<file path="src/rtl/ecd_defines.vh">
// Function
// - Exponent zero means plain transfer ring
// - Nonzero exponent means primary stream array
// - Exponent N gives N+1 bit IDs
// - Linear flag: whole ID indexes primary
// - Flag clear: split ID, exponent 1..7
// - Period is 125 us times 2^interval; code caps interval at 16
// - Payload high byte used when capability set
// - Retry limit is consecutive error down count
// - Load counter per transaction, decrement on failure
// - Counter 1 to 0 halts, posts error
// - Zero limit means unlimited retries
// - Endpoint kind decides validity and type
// - Burst multiplier needs no burst of 16; code stores it and never checks it
// - State codes disabled..error, 5-7 reserved
// - Kind codes 0 invalid through 5 iso-in
`ifndef ECD_DEFINES_VH
`define ECD_DEFINES_VH

// Register byte addresses.
`define ECD_ADDR_DW0 12'h000
`define ECD_ADDR_DW1 12'h004
`define ECD_ADDR_CTRL 12'h008
`define ECD_ADDR_STREAM 12'h00C
`define ECD_ADDR_STATUS 12'h010
`define ECD_ADDR_PERIOD 12'h014
`define ECD_ADDR_ARRAY 12'h018

// Context word 0 field positions.
`define ECD_STATE_LO 0
`define ECD_STATE_HI 2
`define ECD_MULT_LO 8
`define ECD_MULT_HI 9
`define ECD_PSTR_LO 10
`define ECD_PSTR_HI 14
`define ECD_LSA_BIT 15
`define ECD_IVAL_LO 16
`define ECD_IVAL_HI 23
`define ECD_PLHI_LO 24
`define ECD_PLHI_HI 31

// Context word 1 field positions.
`define ECD_ERROR_RETRY_LIMIT_LO 1
`define ECD_ERROR_RETRY_LIMIT_HI 2
`define ECD_KIND_LO 3
`define ECD_KIND_HI 5

// Endpoint state codes.
`define ECD_ST_DISABLED 3'h0
`define ECD_ST_RUNNING 3'h1
`define ECD_ST_HALTED 3'h2
`define ECD_ST_STOPPED 3'h3
`define ECD_ST_ERROR 3'h4

// Endpoint kind codes.
`define ECD_KIND_INVALID 3'h0
`define ECD_KIND_ISO_OUT 3'h1
`define ECD_KIND_BULK_OUT 3'h2
`define ECD_KIND_INT_OUT 3'h3
`define ECD_KIND_CONTROL 3'h4
`define ECD_KIND_ISO_IN 3'h5

// Reset values and limits.
`define ECD_RESET_WORD 32'h0000_0000
`define ECD_SPLIT_MAX_EXP 5'h07
`define ECD_LINEAR_MAX_EXP 5'h0F

// Base service period and its cycle count at 100 MHz.
`define ECD_BASE_PERIOD_NS 125000
`define ECD_CLK_PERIOD_NS 10
`define ECD_BASE_PERIOD_CYC (`ECD_BASE_PERIOD_NS / `ECD_CLK_PERIOD_NS)

`endif

</file>
<file path="src/rtl/ecd_interval_timer.v">
`timescale 1ns/1ps
`include "ecd_defines.vh"

// Periodic service tick generator: one pulse every BASE * 2^interval cycles, with interval capped at 16.
module ecd_interval_timer #(
  parameter BASE_CYC = `ECD_BASE_PERIOD_CYC
) (
  // Clock and control.
  input wire sys_clk,
  input wire reset,
  input wire clk_en,
  input wire enable,
  // Interval exponent.
  input wire [7:0] interval,
  // Outputs.
  output reg tick,
  output reg [15:0] slot_count
);

  localparam [31:0] BASE_M1 = BASE_CYC - 1;

  reg [31:0] base_reg;
  reg [15:0] slot_target;

  // Slot count limit is 2^interval - 1; exponents past 15 saturate.
  always @* begin
    if (interval > 8'h0F) begin
      slot_target = 16'hFFFF;
    end else begin
      slot_target = (16'h0001 << interval[3:0]) - 16'h0001;
    end
  end

  always @(posedge sys_clk) begin
    if (reset) begin
      base_reg <= 32'h0000_0000;
      slot_count <= 16'h0000;
      tick <= 1'b0;
    end else if (clk_en) begin
      tick <= 1'b0;
      if (!enable) begin
        base_reg <= 32'h0000_0000;
        slot_count <= 16'h0000;
      end else if (base_reg == BASE_M1) begin
        base_reg <= 32'h0000_0000;
        if (slot_count >= slot_target) begin
          slot_count <= 16'h0000;
          tick <= 1'b1;
        end else begin
          slot_count <= slot_count + 16'h0001;
        end
      end else begin
        base_reg <= base_reg + 32'h0000_0001;
      end
    end
  end

endmodule

</file>
<file path="src/rtl/ecd_top.v">
`timescale 1ns/1ps
`include "ecd_defines.vh"

// Endpoint context field decoder with AHB-Lite register access.
module ecd_top #(
  parameter BASE_CYC = `ECD_BASE_PERIOD_CYC
) (
  // Clock, reset and enable.
  input wire sys_clk,
  input wire reset,
  input wire clk_en,
  // AHB-Lite slave.
  input wire hsel,
  input wire [11:0] haddr,
  input wire [1:0] htrans,
  input wire hwrite,
  input wire [2:0] hsize,
  input wire [31:0] hwdata,
  input wire hready,
  output wire hreadyout,
  output wire hresp,
  output reg [31:0] hrdata,
  // Transaction status from the bus engine.
  input wire txn_start,
  input wire txn_fail,
  input wire txn_ok,
  // Decoded results.
  output reg streams_enabled,
  output reg [4:0] stream_id_width,
  output reg [4:0] primary_index_width,
  output reg [15:0] primary_index,
  output reg [15:0] secondary_index,
  output reg [16:0] primary_entries,
  output reg [2:0] endpoint_state_field,
  output reg [2:0] endpoint_kind,
  output reg context_valid,
  output reg config_error,
  output reg [7:0] service_interval_payload_high,
  output wire service_tick,
  output reg trb_abort,
  output reg transaction_error_event
);

  // Context words, control, stream id and error counter.
  reg [31:0] dw0_reg;
  reg [31:0] dw1_reg;
  reg [1:0] ctrl_reg;
  reg [15:0] stream_reg;
  reg [1:0] bus_err_reg;
  reg [1:0] bus_err_next;
  reg [2:0] state_next;
  reg halt_pulse;
  // Captured address phase.
  reg wr_pend_reg;
  reg [11:0] wr_addr_reg;
  reg [31:0] rd_next;
  wire [15:0] slot_count;

  // Field views of the context words and the control register.
  wire [4:0] pstr_exp = dw0_reg[`ECD_PSTR_HI:`ECD_PSTR_LO];
  wire lsa_flag = dw0_reg[`ECD_LSA_BIT];
  wire [7:0] interval = dw0_reg[`ECD_IVAL_HI:`ECD_IVAL_LO];
  wire [1:0] error_retry_limit = dw1_reg[`ECD_ERROR_RETRY_LIMIT_HI:`ECD_ERROR_RETRY_LIMIT_LO];
  wire [2:0] kind_raw = dw1_reg[`ECD_KIND_HI:`ECD_KIND_LO];
  wire large_service_interval_capability = ctrl_reg[0];
  wire ep_run = ctrl_reg[1];

  // The slave never stalls and never errors.
  assign hreadyout = 1'b1;
  assign hresp = 1'b0;
  wire addr_phase = hsel & htrans[1] & hready;

  // Read mux; unmapped addresses read as zero.
  always @* begin
    case (haddr)
      `ECD_ADDR_DW0: rd_next = dw0_reg;
      `ECD_ADDR_DW1: rd_next = dw1_reg;
      `ECD_ADDR_CTRL: rd_next = {30'h0000_0000, ctrl_reg};
      `ECD_ADDR_STREAM: rd_next = {16'h0000, stream_reg};
      `ECD_ADDR_STATUS: rd_next = {21'h00_0000, context_valid,
        config_error, streams_enabled, bus_err_reg, endpoint_kind,
        endpoint_state_field};
      `ECD_ADDR_PERIOD: rd_next = {16'h0000, slot_count};
      `ECD_ADDR_ARRAY: rd_next = {10'h000, primary_index_width,
        primary_entries};
      default: rd_next = 32'h0000_0000;
    endcase
  end

  // Bus error counter next value and halt detection.
  always @* begin
    bus_err_next = bus_err_reg;
    halt_pulse = 1'b0;
    if (txn_start && error_retry_limit != 2'b00) begin
      bus_err_next = error_retry_limit;
    end
    if (txn_fail && error_retry_limit != 2'b00) begin
      if (bus_err_next == 2'b01) begin
        halt_pulse = 1'b1;
      end
      if (bus_err_next != 2'b00) begin
        bus_err_next = bus_err_next - 2'b01;
      end
    end
  end

  // Endpoint state: run enable, halt on exhausted retries.
  always @* begin
    state_next = dw0_reg[`ECD_STATE_HI:`ECD_STATE_LO];
    if (halt_pulse && state_next == `ECD_ST_RUNNING) begin
      state_next = `ECD_ST_HALTED;
    end else if (ep_run && state_next == `ECD_ST_DISABLED &&
        context_valid) begin
      state_next = `ECD_ST_RUNNING;
    end else if (!ep_run && state_next == `ECD_ST_RUNNING) begin
      state_next = `ECD_ST_STOPPED;
    end
  end

  // Register writes, data phase after the captured address phase.
  always @(posedge sys_clk) begin
    if (reset) begin
      dw0_reg <= `ECD_RESET_WORD;
      dw1_reg <= `ECD_RESET_WORD;
      ctrl_reg <= 2'b00;
      stream_reg <= 16'h0000;
      bus_err_reg <= 2'b00;
      wr_pend_reg <= 1'b0;
      wr_addr_reg <= 12'h000;
      hrdata <= 32'h0000_0000;
      trb_abort <= 1'b0;
      transaction_error_event <= 1'b0;
    end else if (clk_en) begin
      wr_pend_reg <= addr_phase & hwrite;
      wr_addr_reg <= haddr;
      if (addr_phase && !hwrite) begin
        hrdata <= rd_next;
      end
      bus_err_reg <= bus_err_next;
      trb_abort <= halt_pulse;
      transaction_error_event <= halt_pulse;
      dw0_reg[`ECD_STATE_HI:`ECD_STATE_LO] <= state_next;
      if (wr_pend_reg) begin
        case (wr_addr_reg)
          `ECD_ADDR_DW0: dw0_reg <= hwdata;
          `ECD_ADDR_DW1: dw1_reg <= hwdata;
          `ECD_ADDR_CTRL: ctrl_reg <= hwdata[1:0];
          `ECD_ADDR_STREAM: stream_reg <= hwdata[15:0];
          default: ctrl_reg <= ctrl_reg;
        endcase
      end
    end
  end

  // Stream and kind decoding into registered outputs.
  always @(posedge sys_clk) begin
    if (reset) begin
      streams_enabled <= 1'b0;
      stream_id_width <= 5'h00;
      primary_index_width <= 5'h00;
      primary_index <= 16'h0000;
      secondary_index <= 16'h0000;
      primary_entries <= 17'h0_0000;
      endpoint_state_field <= `ECD_ST_DISABLED;
      endpoint_kind <= `ECD_KIND_INVALID;
      context_valid <= 1'b0;
      config_error <= 1'b0;
      service_interval_payload_high <= 8'h00;
    end else if (clk_en) begin
      endpoint_state_field <= dw0_reg[`ECD_STATE_HI:`ECD_STATE_LO];
      endpoint_kind <= kind_raw;
      context_valid <= (kind_raw != `ECD_KIND_INVALID) &&
        (kind_raw <= `ECD_KIND_ISO_IN);
      service_interval_payload_high <= large_service_interval_capability ?
        dw0_reg[`ECD_PLHI_HI:`ECD_PLHI_LO] : 8'h00;
      if (pstr_exp == 5'h00) begin
        streams_enabled <= 1'b0;
        stream_id_width <= 5'h00;
        primary_index_width <= 5'h00;
        primary_index <= 16'h0000;
        secondary_index <= 16'h0000;
        primary_entries <= 17'h0_0000;
        config_error <= 1'b0;
      end else begin
        streams_enabled <= 1'b1;
        stream_id_width <= pstr_exp + 5'h01;
        primary_entries <= 17'h0_0001 << (pstr_exp + 5'h01);
        if (lsa_flag) begin
          primary_index_width <= pstr_exp + 5'h01;
          primary_index <= stream_reg;
          secondary_index <= 16'h0000;
          config_error <= pstr_exp > `ECD_LINEAR_MAX_EXP;
        end else begin
          primary_index_width <= pstr_exp + 5'h01;
          primary_index <= stream_reg &
            ((16'h0001 << (pstr_exp + 5'h01)) - 16'h0001);
          secondary_index <= stream_reg >> (pstr_exp + 5'h01);
          config_error <= pstr_exp > `ECD_SPLIT_MAX_EXP;
        end
      end
    end
  end

  ecd_interval_timer #(
    .BASE_CYC(BASE_CYC)
  ) u_timer (
    .sys_clk(sys_clk),
    .reset(reset),
    .clk_en(clk_en),
    .enable(endpoint_state_field == `ECD_ST_RUNNING),
    .interval(interval),
    .tick(service_tick),
    .slot_count(slot_count)
  );

  // The burst multiplier field is stored but never checked against
  // the burst size. Reserved-zero bits are stored and never decoded.

endmodule

</file>
<file path="config.mk">
export PLATFORM = sky130hd
export DESIGN_NAME = ecd_top
export DESIGN_NICKNAME = d
export VERILOG_FILES = /design/src/rtl/ecd_interval_timer.v /design/src/rtl/ecd_top.v
export VERILOG_INCLUDE_DIRS = /design/src /design/src/rtl
export SDC_FILE = /design/constraint.sdc
export NUM_CORES = 1
export LEC_CHECK = 0
export ABC_AREA = 1
export ABC_CLOCK_PERIOD_IN_PS = 3600
export BUFFER_PORTS_ARGS = -buffer_cell sky130_fd_sc_hd__buf_4
export CORE_MARGIN = 2
export CORE_UTILIZATION = 50
export DETAILED_ROUTE_END_ITERATION = 6
export PLACE_DENSITY = 0.7
export RECOVER_POWER = 100
export SYNTH_ARGS = -nofsm -noshare
export SYNTH_HDL_FRONTEND = slang
export SYNTH_SLANG_ARGS = --single-unit
</file>
<file path="constraint.sdc">
create_clock -name sys_clk -period 3.6 [get_ports sys_clk]
set_input_delay 0.36 -clock sys_clk [delete_from_list [all_inputs] [get_ports sys_clk]]
set_output_delay 0.36 -clock sys_clk [all_outputs]
set_load 0.05 [all_outputs]
</file>
After elaboration in Yosys (flattened, before gate mapping)
Cells that the tools add are included.
{"block": "word_totals", "reg_bits": 250, "output_inout_bits": 113, "input_bits": 58, "wordCells": 109}
{"block": "classes", "n_shift": 4, "bitwise": 4, "magnitude_cmp": 5, "n_mux": 30, "n_eq_ne": 14, "n_reduce_logical": 23, "add_sub_neg": 6}
{"cell": "$pmux 32 s7", "n": 1}
{"cell": "$mux 16", "n": 8}
{"cell": "$mux 32", "n": 2}
{"cell": "$eq 12x4->1 const B", "n": 4}
{"cell": "$eq 12x5->1 const B", "n": 3}
{"cell": "$add 32x1->32 const B", "n": 1}
{"cell": "$eq 32x14->1 const B", "n": 1}
{"cell": "$sub 16x1->16 const B", "n": 2}
{"cell": "$eq 12x3->1 const B", "n": 2}
{"cell": "$logic_not 12->1", "n": 2}
{"cell": "$mux 17", "n": 1}
{"cell": "$shl 1x5->17 const A", "n": 1}
{"cell": "$add 16x1->16 const B", "n": 1}
{"cell": "$and 16x16->16", "n": 1}
{"cell": "$ge 16x16->1", "n": 1}
{"cell": "$shl 1x4->16 const A", "n": 1}
{"cell": "$shl 1x5->16 const A", "n": 1}
{"cell": "$shr 16x5->16", "n": 1}
{"cell": "$mux 3", "n": 5}
{"cell": "$reduce_and 3->1", "n": 4}
{"cell": "$gt 8x4->1 const B", "n": 1}
{"cell": "$logic_and 1x1->1", "n": 8}
{"cell": "$mux 1", "n": 8}
{"cell": "$mux 8", "n": 1}
{"cell": "other kinds (17)", "n": 25}

Longest topological paths before layout
{"block": "depth", "ltp_word": 10, "ltp_mapped": 23, "depth_no_buf": 23}

By module
From an unflattened synthesis, not the netlist that was laid out.
{"block": "unflattened", "hier_cells": 1914, "area_unflattened_um2": 13092.6}
{"module": "ecd_top", "n_inst": 1, "cells_each": 1387, "area_per_inst_um2": 9669.3, "seq_area_each_um2": 4023.9}
{"module": "ecd_interval_timer", "n_inst": 1, "cells_each": 527, "area_per_inst_um2": 3423.3, "seq_area_each_um2": 980.9}

Worst setup path after synthesis
No wires, ideal clock.
{"block": "synth_timing", "kind": "reg2reg", "start": "register dw0_reg[17]", "end": "register u_timer.slot_count[11]", "required_ns": 3.533, "period_less_slack_ns": 2.750, "arrival_time_ns": 2.683, "path_buffers": 0, "path_stages_with_launch": 24, "path_slack_ns": 0.850, "setup_time_ns": 0.067, "cell_sequence": "dfxtp_1 > nor2_1 > inv_1 > nor2_1 > inv_1 > nor2_1 > inv_1 > ha_1 > nand2_1 > inv_1 > o21ai_0 > nand3_1 > nand2_1 > nor2_1 > ha_1 > nand2_1 > inv_1 > nand3_1 > inv_1 > a21oi_1 > nand3_1 > o21ai_0 > clkinv_1 > nor2_1"}
{"block": "synth_between", "elab_chain_cells": 7, "elab_cells_between_ends": 8, "classes_between": "1 x add/sub; 2 x order compare; 1 x shift; 4 x mux"}
{"item": "start: declaration", "line": "ecd_top.v:45", "source": "reg [31:0] dw0_reg;"}
{"item": "start signal: assignment", "line": "ecd_top.v:123", "source": "dw0_reg <= `ECD_RESET_WORD;"}
{"item": "start signal: indexed assignment", "line": "ecd_top.v:142", "source": "dw0_reg[`ECD_STATE_HI:`ECD_STATE_LO] <= state_next;"}
{"item": "start signal: assignment", "line": "ecd_top.v:145", "source": "`ECD_ADDR_DW0: dw0_reg <= hwdata;"}
{"item": "$shl 1x4->16", "line": "ecd_interval_timer.v:30", "source": "slot_target = (16'h0001 << interval[3:0]) - 16'h0001;"}
{"item": "$sub 16x1->16", "line": "ecd_interval_timer.v:30"}
{"item": "$mux 16 *", "line": "ecd_interval_timer.v:27", "source": "if (interval > 8'h0F) begin"}
{"item": "$ge 16x16->1 *", "line": "ecd_interval_timer.v:46", "source": "if (slot_count >= slot_target) begin"}
{"item": "$mux 16 *", "line": "ecd_interval_timer.v:46"}
{"item": "$mux 16 *", "line": "ecd_interval_timer.v:44", "source": "end else if (base_reg == BASE_M1) begin"}
{"item": "$mux 16 *", "line": "ecd_interval_timer.v:41", "source": "if (!enable) begin"}
{"item": "end signal: assignment", "line": "ecd_interval_timer.v:50", "source": "slot_count <= slot_count + 16'h0001;"}
{"item": "end: declaration", "line": "ecd_interval_timer.v:17", "source": "output reg [15:0] slot_count"}
Every way passes the cells marked *; elsewhere a longest branch is shown, timed or not. The select of a mux whose other input is x is not followed.
A chain may end at the register's enable or synchronous reset.

Worst setup path in the final report
{"block": "layout_timing", "start": "register dw0_reg[17]", "end": "register u_timer.slot_count[3]"}
Same word-level chain as after synthesis.

==> results.cfg <==
[status]
outcome = finished with violations
violations = capacitance limit, slew limit

[worst_setup_path]
crit_arrival_ps = 3780
critPathMostFrequentCell = inv_1
cp_cell_sequence = nor2_1 > inv_1 > nor2_1 > inv_1 > nor2_1 > inv_1 > ha_1 > nand2_1 > inv_1 > o21ai_0 > nand3_1 > nand2_1 > nor2_1 > ha_1 > nand2_1 > inv_1 > nand3_1 > inv_1 > a21oi_1 > nand3_1 > nor2_2 > nand3b_1 > o21ai_0
r2r_cells = 23
cp_slowest_cell = dfxtp_1
startpoint_type = register
cp-end-kind = register
cp_slowest_stage_delay_ps = 360
r2r_slack_ps = 280
crit_path_max_fanout = 6
cp.required_ps = 4060
worstSetupPathType = register to register

[sta]
setup_viol_count_final = 0
worst_clock_skew_ps = 13.27
tightest_slew_ps = 2151
grt_setup_unrepaired = yes
worst_hold_slack_ps = 47.41
slew_headroom = -0.4343
slew_viol_final = 224
setup_tns_ps = 0
hold_viol_final = 0
finalCritPeriodShare = 0.9215
fmax_mhz = 301.5
layout_min_cycle_time_ps = 3317

[route]
drtPass1Iterations = 7
dr.first_iter.drc_count = 1453
ant_nets = 0
via_per_inst = 5.663
num_vias = 13347
wirelength_um = 42130
wl_per_cell_um = 17.87
drc_errors = 0

[placed_design]
place_area_um2 = 14270
place.gp.congestion = 1.012
hpwl_um = 31020
io_buffers = 163
place_inst = 2306

[synthesis]
synth_edf_count = 0
yosys_warnings = 0
yosysTopAreaCell = dfxtp_1
synth.cell_area_um2 = 12960
syn_nets = 1982
avgSynthCellArea_um2 = 6.827
yosysUniqueCellTypes = 54
synth_top_flop_cell = dfxtp_1
synth_seq_cells = 250
synth_cells = 1898
synthTopCellsByArea = dfxtp_1 39%, nand2_1 11%, a21oi_1 8.1%
yosysSeqAreaShare = 0.3862
synth_top_cell_area_share = 0.3862
async_flop_share = 0

[cells_and_area]
final_common_cell = nand2_1
antenna_cells = 0
nFillCells = 2563
drive_above_1_share = 0.08288
area_growth_pct = 13.98
final_cell_mix = 381 x nand2_1, 250 x dfxtp_1, 211 x a21oi_1
postLayoutCellArea_um2 = 14770
final_nets = 2090
regArea_um2 = 5005
instances_no_fill = 2357
multi_input_area_um2 = 6715

[cts]
cts_buffers = 28
post-cts-setup-buffer-count = 0
hold_buffers = 0
cts_max_path_buffers = 3
ctsResizeCount = 0
root_buffer = clkbuf_16
cts.sinks = 250
cts_max_level = 1
cts_tree = done
path_clk_slew_ps = 60
clk_latency_ps = 550

[grt]
first_global_vias = 12238
grt_max_degree = 119
grt-ovfl-total = 0
grt_use_total = 0.3035
grt_pass1_wl_um = 65340
grt_antenna_before_repair = 0

[floorplanning]
chipHeight_um = 165.0
core-area_um2 = 25330
die_w_um = 165.0
die_area_um2 = 27220
start_util = 0.5116
rows = 58
io_pins = 171

[power_and_ir_drop]
p_leak_nw = 5.473
peakVddDrop_mv = 0.3463
power.density_nw_per_um2 = 413.3
p_total_mw = 6.104

[job]
drv_cap = 3

[min_path]
whs_path_depth = 3
min_path_type = input pin to register
stage by stage:
step | setup WS, ps | utilization
final | 282.8 | 0.5831
after global routing | -18.91 | 0.5831
after CTS | 121.0 | 0.6025
after detailed placement | 147.8 | 0.5635
after global placement | 376.1 | 0.5635
after floorplan | 849.9 | -
where the power goes:
part	switching (mW)	internal, mW	leakage [nW]	total [mW]
registers	0.0125	2.78	2.02	2.79
logic	0.196	0.0785	2.97	0.275
clock network	1.19	1.84	0.489	3.04
total	1.40	4.70	5.47	6.10
cell type report:
| class | count | share of cell area |
|---|---|---|
| Clock inverter | 11 | 0.009488 |
| Sequential cell | 250 | 0.3389 |
| Inverter | 190 | 0.04846 |
| Clock buffer | 40 | 0.05735 |
| Timing Repair Buffer | 183 | 0.06320 |
| Multi-Input combinational cell | 1353 | 0.4547 |
| Tap cell | 330 | 0.02796 |
critical path, delay by kind of cell (launching register included):
kind | cells | cell delay, ps
fa+ha+maj | 2 | 460
compound gates | 3 | 430
simple gates | 12 | 1560
flops | 1 | 360
buf+inv | 6 | 440
synthesized netlist by cell type, types with 10 or more instances:
cell	n
a21oi_1	211
buf_2	22
buf_4	11
clkbuf_1	65
dfxtp_1	250
ha_1	26
inv_1	178
mux2i_1	10
nand2_1	378
nand2_2	13
nand3_1	126
nand4_1	22
nor2_1	188
nor2_2	15
nor3_1	44
o211ai_1	26
o21ai_0	188
o22ai_1	14
logic make-up after synthesis:
family,after synthesis,synth area share
other,2,0.0005796
AOI/OAI and AO/OA,473,0.1950
buffers and inverters,295,0.09260
and+or+nand+nor,834,0.2874
DFF,250,0.3862
muxes,10,0.007725
xor gates and xnor gates,8,0.005408
adders and majority gates,26,0.02511
metal layers:
metal | up-vias | track usage | wire, um
li1 | 6534 | - | -
met1 | 6189 | 0.4031 | 17650
met2 | 529 | 0.5000 | 19670
met3 | 95 | 0.04420 | 3285
met4 | 0 | 0.1130 | 1524
met5 | - | 0 | 0
path summary, 6_finish.rpt:
path	from	to
worst min register to register	dw0_reg[7]$_SDFFE_PP0P_	dw0_reg[7]$_SDFFE_PP0P_
worst max-delay path	dw0_reg[17]$_SDFFE_PP0P_	u_timer.slot_count[3]$_SDFFE_PP0P_
worst min-delay path	haddr[9]	wr_addr_reg[9]$_SDFFE_PP0P_
worst max register to register	dw0_reg[17]$_SDFFE_PP0P_	u_timer.slot_count[3]$_SDFFE_PP0P_
(Power assumes the default switching activity.)
